## src/ghc_defs.vh

```
`ifndef GHC_DEFS_VH
`define GHC_DEFS_VH
// configuration space offsets
`define GHC_CFG_ID_OFS      8'h00
`define GHC_CFG_FB_OFS      8'h10
`define GHC_CFG_MMIO_OFS    8'h14
`define GHC_CFG_SPEED_OFS   8'h50
// fields of the memory speed register
`define GHC_SPEED_FREQ_BIT  4
`define GHC_SPEED_AP64_BIT  0
`define GHC_SPEED_RST       8'h00
// register window
`define GHC_MMIO_SIZE       32'h0008_0000
`define GHC_MMIO_BASE_LSB   19
`define GHC_RING_OFS        19'h0_2030
`define GHC_CURSOR_OFS      19'h7_0084
`define GHC_WIN_RST         32'h0000_0000
// frame buffer aperture sizes
`define GHC_FB32_LSB        25
`define GHC_FB64_LSB        26
// legacy ports
`define GHC_MISC_WR_PORT    16'h03c2
`define GHC_MISC_RD_PORT    16'h03cc
`define GHC_MONO_IDX_PORT   16'h03b4
`define GHC_MONO_DAT_PORT   16'h03b5
`define GHC_MONO_STS_PORT   16'h03ba
`define GHC_COLR_IDX_PORT   16'h03d4
`define GHC_COLR_DAT_PORT   16'h03d5
`define GHC_COLR_STS_PORT   16'h03da
`define GHC_MISC_RST        8'h00
`define GHC_IDX_RST         8'h00
`define GHC_CRT_RST         8'h00
// display controller indexes
`define GHC_VSYNC_END_IDX   5'h11
`define GHC_PROTECT_BIT     7
`define GHC_PROT_LAST_IDX   5'h07
`endif

```

## src/ghc_host_cfg.v

```verilog
// Contract
// - misc bit0 low selects 3B4/3B5/3BA ports
// - misc bit0 high selects 3D4/3D5/3DA ports
// - unlock by clearing vsync-end high bit
// - config 0x50 bit4 reports memory frequency
// - 0x80000-byte window based at config 0x14
// - frame buffer aperture of 32 or 64 MB
// - cursor base used untranslated, at 70084h
// - ring pointers consecutive from 2030h
// - read-only vendor and device identifiers
`timescale 1ns/10ps
`default_nettype none
`include "ghc_defs.vh"

module ghc_host_cfg #(
  parameter [15:0] VENDOR_ID = 16'h1d0e, // arbitrary value
  parameter [15:0] DEVICE_ID = 16'h0a01, // arbitrary value
  parameter        CRT_REGS  = 32
) (
  // clock and reset
  input  wire        MCLK,
  input  wire        SYS_RST,
  // configuration space access
  input  wire [7:0]  CFG_ADDR,
  input  wire        CFG_WR,
  input  wire        CFG_RD,
  input  wire [31:0] CFG_WDATA,
  output reg  [31:0] CFG_RDATA,
  output reg         CFG_RVALID,
  // legacy io port access
  input  wire [15:0] IO_ADDR,
  input  wire        IO_WR,
  input  wire        IO_RD,
  input  wire [7:0]  IO_WDATA,
  output reg  [7:0]  IO_RDATA,
  output reg         IO_RVALID,
  output wire        IO_HIT,
  input  wire [7:0]  DISP_STATUS,
  // memory access
  input  wire [31:0] MEM_ADDR,
  input  wire        MEM_WR,
  input  wire        MEM_RD,
  input  wire [31:0] MEM_WDATA,
  output reg  [31:0] MEM_RDATA,
  output reg         MEM_RVALID,
  output wire        MMIO_HIT,
  output wire        FB_HIT,
  output wire [25:0] FB_OFFSET,
  // strap and display outputs
  input  wire        MEM_FREQ_133,
  output wire [31:0] CURSOR_FETCH_ADDR,
  output wire        COLOR_MODE,
  output wire [7:0]  CRT_TIMING_0
);

  // ------------------------------------------------------------
  // strap synchroniser
  // ------------------------------------------------------------
  // first and second synchroniser stages
  reg freq_s1_q;
  reg freq_s2_q;

  // two flops before anything reads the pin
  always @(posedge MCLK) begin
    if (SYS_RST) begin
      freq_s1_q <= 1'b0;
      freq_s2_q <= 1'b0;
    end else begin
      freq_s1_q <= MEM_FREQ_133;
      freq_s2_q <= freq_s1_q;
    end
  end

  // ------------------------------------------------------------
  // configuration space
  // ------------------------------------------------------------
  // writable bases, speed byte and its read view
  reg  [31:`GHC_MMIO_BASE_LSB] mmio_base_q;
  reg  [31:`GHC_FB32_LSB]      fb_base_q;
  reg  [7:0]                   speed_q;
  wire [7:0]                   speed_rd;
  wire                         ap64;

  assign ap64 = speed_q[`GHC_SPEED_AP64_BIT];

  // bit4 always shows the strap, software cannot change it
  assign speed_rd = {speed_q[7:5], freq_s2_q, speed_q[3:0]};

  // writable config fields
  always @(posedge MCLK) begin
    if (SYS_RST) begin
      mmio_base_q <= {(32-`GHC_MMIO_BASE_LSB){1'b0}};
      fb_base_q   <= {(32-`GHC_FB32_LSB){1'b0}};
      speed_q     <= `GHC_SPEED_RST;
    end else if (CFG_WR) begin
      case (CFG_ADDR)
        `GHC_CFG_MMIO_OFS: begin
          mmio_base_q <= CFG_WDATA[31:`GHC_MMIO_BASE_LSB];
        end
        `GHC_CFG_FB_OFS: begin
          fb_base_q <= CFG_WDATA[31:`GHC_FB32_LSB];
        end
        `GHC_CFG_SPEED_OFS: begin
          speed_q <= CFG_WDATA[7:0];
        end
        default: begin
        end
      endcase
    end
  end

  // config read data, one cycle after the strobe
  always @(posedge MCLK) begin
    if (SYS_RST) begin
      CFG_RDATA  <= 32'h0000_0000;
      CFG_RVALID <= 1'b0;
    end else begin
      CFG_RVALID <= CFG_RD;
      if (CFG_RD) begin
        case (CFG_ADDR)
          `GHC_CFG_ID_OFS: begin
            CFG_RDATA <= {DEVICE_ID, VENDOR_ID};
          end
          `GHC_CFG_MMIO_OFS: begin
            CFG_RDATA <= {mmio_base_q, {`GHC_MMIO_BASE_LSB{1'b0}}};
          end
          `GHC_CFG_FB_OFS: begin
            // lowest base bit reads zero in 64 MB mode
            CFG_RDATA <= {fb_base_q[31:`GHC_FB64_LSB], fb_base_q[`GHC_FB32_LSB] & ~ap64,
                          {`GHC_FB32_LSB{1'b0}}};
          end
          `GHC_CFG_SPEED_OFS: begin
            CFG_RDATA <= {24'h00_0000, speed_rd};
          end
          default: begin
            CFG_RDATA <= 32'h0000_0000;
          end
        endcase
      end
    end
  end

  // ------------------------------------------------------------
  // legacy io ports
  // ------------------------------------------------------------
  // misc output, display index and port decodes
  reg  [7:0] misc_q;
  reg  [7:0] crt_idx_q;
  wire       color;
  wire       idx_hit;
  wire       dat_hit;
  wire       sts_hit;
  wire       protect;
  wire       idx_ok;
  wire [7:0] crt_rd;

  // decodes follow the colour bit; misc ports always answer
  assign color   = misc_q[0];
  assign idx_hit = color ? (IO_ADDR == `GHC_COLR_IDX_PORT) : (IO_ADDR == `GHC_MONO_IDX_PORT);
  assign dat_hit = color ? (IO_ADDR == `GHC_COLR_DAT_PORT) : (IO_ADDR == `GHC_MONO_DAT_PORT);
  assign sts_hit = color ? (IO_ADDR == `GHC_COLR_STS_PORT) : (IO_ADDR == `GHC_MONO_STS_PORT);
  assign idx_ok  = (crt_idx_q < CRT_REGS);
  assign IO_HIT  = idx_hit | dat_hit | sts_hit | (IO_ADDR == `GHC_MISC_WR_PORT) |
                   (IO_ADDR == `GHC_MISC_RD_PORT);
  assign COLOR_MODE = color;

  // misc output and index registers
  always @(posedge MCLK) begin
    if (SYS_RST) begin
      misc_q    <= `GHC_MISC_RST;
      crt_idx_q <= `GHC_IDX_RST;
    end else if (IO_WR) begin
      if (IO_ADDR == `GHC_MISC_WR_PORT) begin
        misc_q <= IO_WDATA;
      end
      if (idx_hit) begin
        crt_idx_q <= IO_WDATA;
      end
    end
  end

  // ------------------------------------------------------------
  // display controller register file
  // ------------------------------------------------------------
  // read view of every display register
  wire [7:0] crt_val [0:CRT_REGS-1];

  genvar gi;
  generate
    for (gi = 0; gi < CRT_REGS; gi = gi + 1) begin : g_crt
      reg  [7:0] val_q;
      wire       sel;
      wire       locked;
      assign sel    = IO_WR & dat_hit & (crt_idx_q == gi);
      // timing indexes refuse writes while the protect bit is set
      assign locked = protect & (gi <= `GHC_PROT_LAST_IDX);
      always @(posedge MCLK) begin
        if (SYS_RST) begin
          val_q <= `GHC_CRT_RST;
        end else if (sel & ~locked) begin
          val_q <= IO_WDATA;
        end
      end
      assign crt_val[gi] = val_q;
    end
  endgenerate

  // protect bit, data port read view and timing register 0 out
  assign protect      = crt_val[`GHC_VSYNC_END_IDX][`GHC_PROTECT_BIT];
  assign crt_rd       = idx_ok ? crt_val[crt_idx_q[4:0]] : 8'h00;
  assign CRT_TIMING_0 = crt_val[0];

  // io read data, one cycle after the strobe
  always @(posedge MCLK) begin
    if (SYS_RST) begin
      IO_RDATA  <= 8'h00;
      IO_RVALID <= 1'b0;
    end else begin
      IO_RVALID <= IO_RD;
      if (IO_RD) begin
        if (IO_ADDR == `GHC_MISC_RD_PORT) begin
          IO_RDATA <= misc_q;
        end else if (idx_hit) begin
          IO_RDATA <= crt_idx_q;
        end else if (dat_hit) begin
          IO_RDATA <= crt_rd;
        end else if (sts_hit) begin
          IO_RDATA <= DISP_STATUS;
        end else begin
          IO_RDATA <= 8'h00;
        end
      end
    end
  end

  // ------------------------------------------------------------
  // memory decode and register window
  // ------------------------------------------------------------
  // ring pointer words held in the window
  localparam RING_WORDS = 4;

  // window registers and offset decodes
  reg  [31:0] ring_q [0:RING_WORDS-1];
  reg  [31:0] cursor_q;
  wire [18:0] mm_ofs;
  wire        ring_hit;
  wire        cursor_hit;
  wire [1:0]  ring_sel;
  wire        fb_hit64;
  wire        fb_hit32;

  assign MMIO_HIT = (MEM_ADDR[31:`GHC_MMIO_BASE_LSB] == mmio_base_q);
  assign mm_ofs   = MEM_ADDR[18:0];
  assign ring_hit = (mm_ofs[18:4] == `GHC_RING_OFS >> 4);
  assign cursor_hit = (mm_ofs == `GHC_CURSOR_OFS);
  assign ring_sel = mm_ofs[3:2];
  assign fb_hit64 = (MEM_ADDR[31:`GHC_FB64_LSB] == fb_base_q[31:`GHC_FB64_LSB]);
  assign fb_hit32 = fb_hit64 & (MEM_ADDR[`GHC_FB32_LSB] == fb_base_q[`GHC_FB32_LSB]);
  assign FB_HIT   = ap64 ? fb_hit64 : fb_hit32;
  assign FB_OFFSET = {MEM_ADDR[25] & ap64, MEM_ADDR[24:0]};

  // cursor fetches go straight to physical memory
  assign CURSOR_FETCH_ADDR = cursor_q;

  // window register writes
  always @(posedge MCLK) begin
    if (SYS_RST) begin
      cursor_q  <= `GHC_WIN_RST;
      ring_q[0] <= `GHC_WIN_RST;
      ring_q[1] <= `GHC_WIN_RST;
      ring_q[2] <= `GHC_WIN_RST;
      ring_q[3] <= `GHC_WIN_RST;
    end else if (MEM_WR & MMIO_HIT) begin
      if (cursor_hit) begin
        cursor_q <= MEM_WDATA;
      end
      if (ring_hit) begin
        ring_q[ring_sel] <= MEM_WDATA;
      end
    end
  end

  // window read data; unmapped offsets read zero
  always @(posedge MCLK) begin
    if (SYS_RST) begin
      MEM_RDATA  <= 32'h0000_0000;
      MEM_RVALID <= 1'b0;
    end else begin
      MEM_RVALID <= MEM_RD & MMIO_HIT;
      if (MEM_RD & MMIO_HIT) begin
        if (cursor_hit) begin
          MEM_RDATA <= cursor_q;
        end else if (ring_hit) begin
          MEM_RDATA <= ring_q[ring_sel];
        end else begin
          MEM_RDATA <= 32'h0000_0000;
        end
      end
    end
  end

endmodule // ghc_host_cfg
`default_nettype wire

```

## config.mk

```make
export PLATFORM = sky130hd
export DESIGN_NAME = ghc_host_cfg
export DESIGN_NICKNAME = d
export VERILOG_FILES = /design/src/ghc_host_cfg.v
export VERILOG_INCLUDE_DIRS = /design/src
export SDC_FILE = /design/constraint.sdc
export NUM_CORES = 1
export LEC_CHECK = 0
export BUFFER_PORTS_ARGS = -buffer_cell sky130_fd_sc_hd__buf_2
export CORE_MARGIN = 5
export CORE_UTILIZATION = 53
export CTS_CLUSTER_SIZE = 12
export DETAILED_ROUTE_END_ITERATION = 10
export GPL_ROUTABILITY_DRIVEN = 0
export GPL_TIMING_DRIVEN = 0
export PLACE_DENSITY = 0.88
export SETUP_SLACK_MARGIN = 0.3
export SLEW_MARGIN = 15
export SYNTH_ARGS = -nofsm -noshare
export SYNTH_HDL_FRONTEND = slang
export SYNTH_SLANG_ARGS = --single-unit
export TNS_END_PERCENT = 1
```

## constraint.sdc

```tcl
create_clock -name MCLK -period 4.4 [get_ports MCLK]
set_input_delay 0.88 -clock MCLK [delete_from_list [all_inputs] [get_ports MCLK]]
set_output_delay 0.88 -clock MCLK [all_outputs]
set_load 0.02 [all_outputs]
```

# == Word-level counts from Yosys, hierarchy flattened ==
# Memory sizes are Yosys's and may differ from the RTL's.
# Cells that the tools add are included.
# totals
register_bits,409
ramBits,128
inputBits,145
mem_count,1
# mem_list
name,depth,word_bits,read_ports,rd_ports_with_merged_regs,write_ports,line,rtl
ring_q,4,32,1,0,4,ghc_host_cfg.v:243,reg [31:0] ring_q [0:RING_WORDS-1];
# classes
order_cmp,2
n_eq_ne,47
n_mux,24
bitwise_logic,53
reduce_logical,9
# ops
op,count
8-bit by 5-bit == test with 1-bit output (second input constant),18
16-bit by 10-bit == test with 1-bit output (second input constant),8
32-bit case mux with 4 select lines,1
32-bit two-way mux,3
8-bit by 4-bit == test with 1-bit output (second input constant),8
8-bit two-way mux,7
1-bit AND,46
8-bit binary-select mux with 5-bit select,1
8-bit by 3-bit == test with 1-bit output (second input constant),4
32-bit OR reduction,1
19-bit == test (second input constant),1
8-bit by 2-bit == test with 1-bit output (second input constant),2
8-bit zero test,2
15-bit by 10-bit == test with 1-bit output (second input constant),1
13-bit == test,1
2-bit AND reduction,6
1-bit two-way mux,11
8-bit by 1-bit == test with 1-bit output (second input constant),1
8-bit by 7-bit == test with 1-bit output (second input constant),1
8-bit by 6-bit < comparator with 1-bit output (second input constant),1
6-bit == test,1
6-bit greater-or-equal comparator (second input constant),1
5-bit inverter with 6-bit output,1
1-bit bitwise OR,4
3 further kinds,4

# == Logic depth before layout (Yosys ltp) ==
# logic_depth
ltp_word,8
depth_mapped,9
depth_no_buf,5

# == Worst setup path before layout ==
# Ideal clock, no wire load.
# synth_timing
path_kind,input port to flip-flop
from,input MEM_ADDR[12]
to,memory ring_q[0][0] (enable)
setup_time_ns,0.428
t_arrival_ns,4.027
required_ns,3.972
slack_ns,-0.055
path_stages,8
n_path_buf,3
path_cell_list,or4_1 nor2_1 and3_1 clkbuf_1 nand4_1 clkbuf_1 clkbuf_1 o21bai_1
# synth_rtl
item,line,rtl
"start, declared",ghc_host_cfg.v:40,"input wire [31:0] MEM_ADDR,"
"end, declared",ghc_host_cfg.v:243,

==> impl_metrics.yaml <==
worst_setup_path:
  worstSetupEndpointType: "register"
  r2r_start: "mmio_base_q[27]$_SDFFE_PP0P_"
  cp-startpoint: "MEM_ADDR[27]"
  r2r_slack_ns: 0.09
  cp.required_ns: 4.69
  cp.arrival_ns: 4.64
  crit_type: "primary input to register"
  cp-start-kind: "primary input"
  critical_path.max_fanout: 19
finish:
  final_cells: 3310
  layout_commonest_cell: "dfxtp_1"
  area_growth_pct: 16.4
  fillerInstances: 3279
  layout_common_cells: "dfxtp_1, nand2_1, buf_2, nor2_1, clkbuf_1"
  drive_above_1_share: 0.201
  final_nets: 2821
clock_tree:
  clk_pin_slew_worst_paths_ns: 0.06
  numCtsBuffers: 54
  clock_sinks: 526
  htreeDepth: 2
  cts_tree: "done"
  ctsHoldBuffers: 0
  clk_latency_ns: 0.62
  cts_max_path_buffers: 3
  cts_root_buffer: "clkbuf_16"
synth:
  netlist_top_cells_area: "dfxtp_1, edfxtp_1, mux2i_1"
  ys_seq_elements: 526
  syn_avg_cell_area_um2: 10.2
  ys.warnings.count: 0
  synthCells: 2349
  synthDistinctLibCells: 63
  synthAdderAreaFrac: 0
  yosys.area.top_type_share: 0.333
  synth_top_area_cell: "dfxtp_1"
  synth_xor_area_frac: 0.00732
  async_reset_ff_frac: 0
  synth_ff_type: "dfxtp_1"
  yosys.area_share.simple: 0.179
  ys_seq_area_frac: 0.494
  synth_edf_count: 128
  synth_area_um2: 23900
  synth_top_family_by_area: "simple AND/OR/NAND/NOR gates"
  synth.area.mux_share: 0.168
  synth_compound_area_frac: 0.101
global_routing:
  first_global_vias: 21327
  grt_max_degree: 20
  antenna_found_initial: 2
  grt_remaining_overflow: 0
  track_usage: 0.305
  grt_pass1_wl_mm: 120
pwr:
  ir_drop_uv: 295
  powerDensity_nw_per_um2: 359
  p_leak_nw: 10.3
route:
  wl_per_cell_um: 24.2
  detail-route-antenna-nets: 0
  drt_iter0_drc: 3366
  dr.pass1.iters: 10
  vias: 21631
  drc_errors: 0
  via_per_inst: 6.54
  wirelength_mm: 80.0
sta:
  timing.fmax_mhz: 230
  slew_viol_final: 0
  post-route-period-util: 0.989
  fin_crit_ns: 4.35
  worst_pin_slew_ns: 1.10
  finalHoldViolations: 0
  setup_violations: 0
  skew_ns: 0.0350
  maxSlewHeadroom: 0.264
  grt_setup_unrepaired: "yes"
  fin_tns_setup_ns: 0
floorplanning:
  initial_core_util: 0.539
  coreArea_um2: 44400
  dieArea_um2: 49500
  die_w_um: 222
  io-pin-count: 290
  die_h_um: 222
  row_count: 77
run:
  maxCapViolCount: 0
worst_hold_path:
  min_from: "freq_s1_q$_SDFF_PP0_"
  min_path_type: "register to register"
placement:
  placed_cells: 3209
  dp_hpwl_mm: 56.8
  port_buffers: 259
outcome:
  status: "finished, final reports clean"
==> repair_timing <==
item	4_1_cts	5_1_grt
setup buffers	0	3
setup endpoints to repair	96	72
pin swaps	1	1
gates resized for setup	1	0
==> path summary, 6_finish.rpt <==
kind | endpoint | depth (start not counted)
hold reg to reg | freq_s2_q$_SDFF_PP0_ | 1
setup reg to reg | ring_q[2][6]$_SDFFCE_PN0P_ | 8
setup / recovery | ring_q[2][6]$_SDFFCE_PN0P_ | 9
hold / removal | freq_s2_q$_SDFF_PP0_ | 1
==> cells by family after synthesis <==
family / after synthesis
AOI/OAI and AO/OA: 380
xor gates and xnor gates: 20
and+or+nand+nor: 843
buffers and inverters: 282
muxes: 297
other: 1
DFF: 526
==> cells in the mapped netlist (all sizes together) (15+ instances only) <==
library cell,n
mux4,80
o31ai,33
nand4,65
a31oi,33
xnor2,15
buf,76
a211oi,33
mux2,28
clkbuf,170
nor2,227
nand3,30
nor3,102
mux2i,189
dfxtp,398
nand2b,16
nor4,31
inv,35
nand2,303
a21oi,187
edfxtp,128
nor2b,23
a22oi,42
==> cell type report <==
| class | instances | area [um2] | area share |
|---|---|---|---|
| clock inverters | 9 | 81.3 | 0.00292 |
| multi-input cells | 1546 | 11000 | 0.394 |
| well taps | 592 | 741 | 0.0266 |
| clock buffers | 87 | 1590 | 0.0570 |
| plain buffers | 246 | 1090 | 0.0390 |
| flip-flops and latches | 526 | 11800 | 0.424 |
| inverters | 36 | 135 | 0.00485 |
| diodes | 2 | 5.00 | 0.000180 |
| repair buffers | 266 | 1440 | 0.0518 |
==> worst max-delay path: stages <==
cell and delay (ns):
buf_2 0.12, xnor2_1 0.25, nand4_1 0.18, nor4_2 0.73, clkbuf_1 0.52, clkbuf_1 0.46, nand4_1 0.45, o21bai_4 0.78
buf_16 0.24
==> metal layers <==
| metal | share of wire | GRT usage | wire length, um |
|---|---|---|---|
| met1 | 0.34 | 0.370 | 27600 |
| met2 | 0.46 | 0.489 | 36400 |
| met3 | 0.13 | 0.0845 | 10200 |
| met4 | 0.072 | 0.179 | 5800 |
| met5 | 0.00016 | 0 | 13 |
==> state kept, by name, indices dropped and copies added (netlist names), 7 cells and up <==
signal             flops
crt_idx_q              8
CRT_TIMING_0           8
CURSOR_FETCH_ADDR     32
speed_q                7
ring_q               128
mmio_base_q           13
misc_q                 8
fb_base_q              7
CFG_RDATA             22
IO_RDATA               8
g_crt.val_q          248
MEM_RDATA             32
==> per-stage QoR <==
step           setup WS (ns)  utilization  cell area [um2]  hold WS (ns)  total power [W]
6_report              0.0483        0.627            27800         0.446           0.0100
5_1_grt                0.111        0.627            27800         0.466           0.0102
4_1_cts                0.303        0.626            27800         0.447          0.00998
3_5_place_dp          -0.658        0.588            26100         0.431          0.00567
3_3_place_gp           -2.14        0.585            26000         0.434          0.00564
2_1_floorplan         0.0309            -            23900         0.414          0.00542
==> report_power, final <==
part	switching [W]	internal, W	total [W]
registers	0.0000198	0.00501	0.00503
logic	0.000384	0.000183	0.000567
clock network	0.00190	0.00251	0.00441
Power figures use the tool's default switching activity.
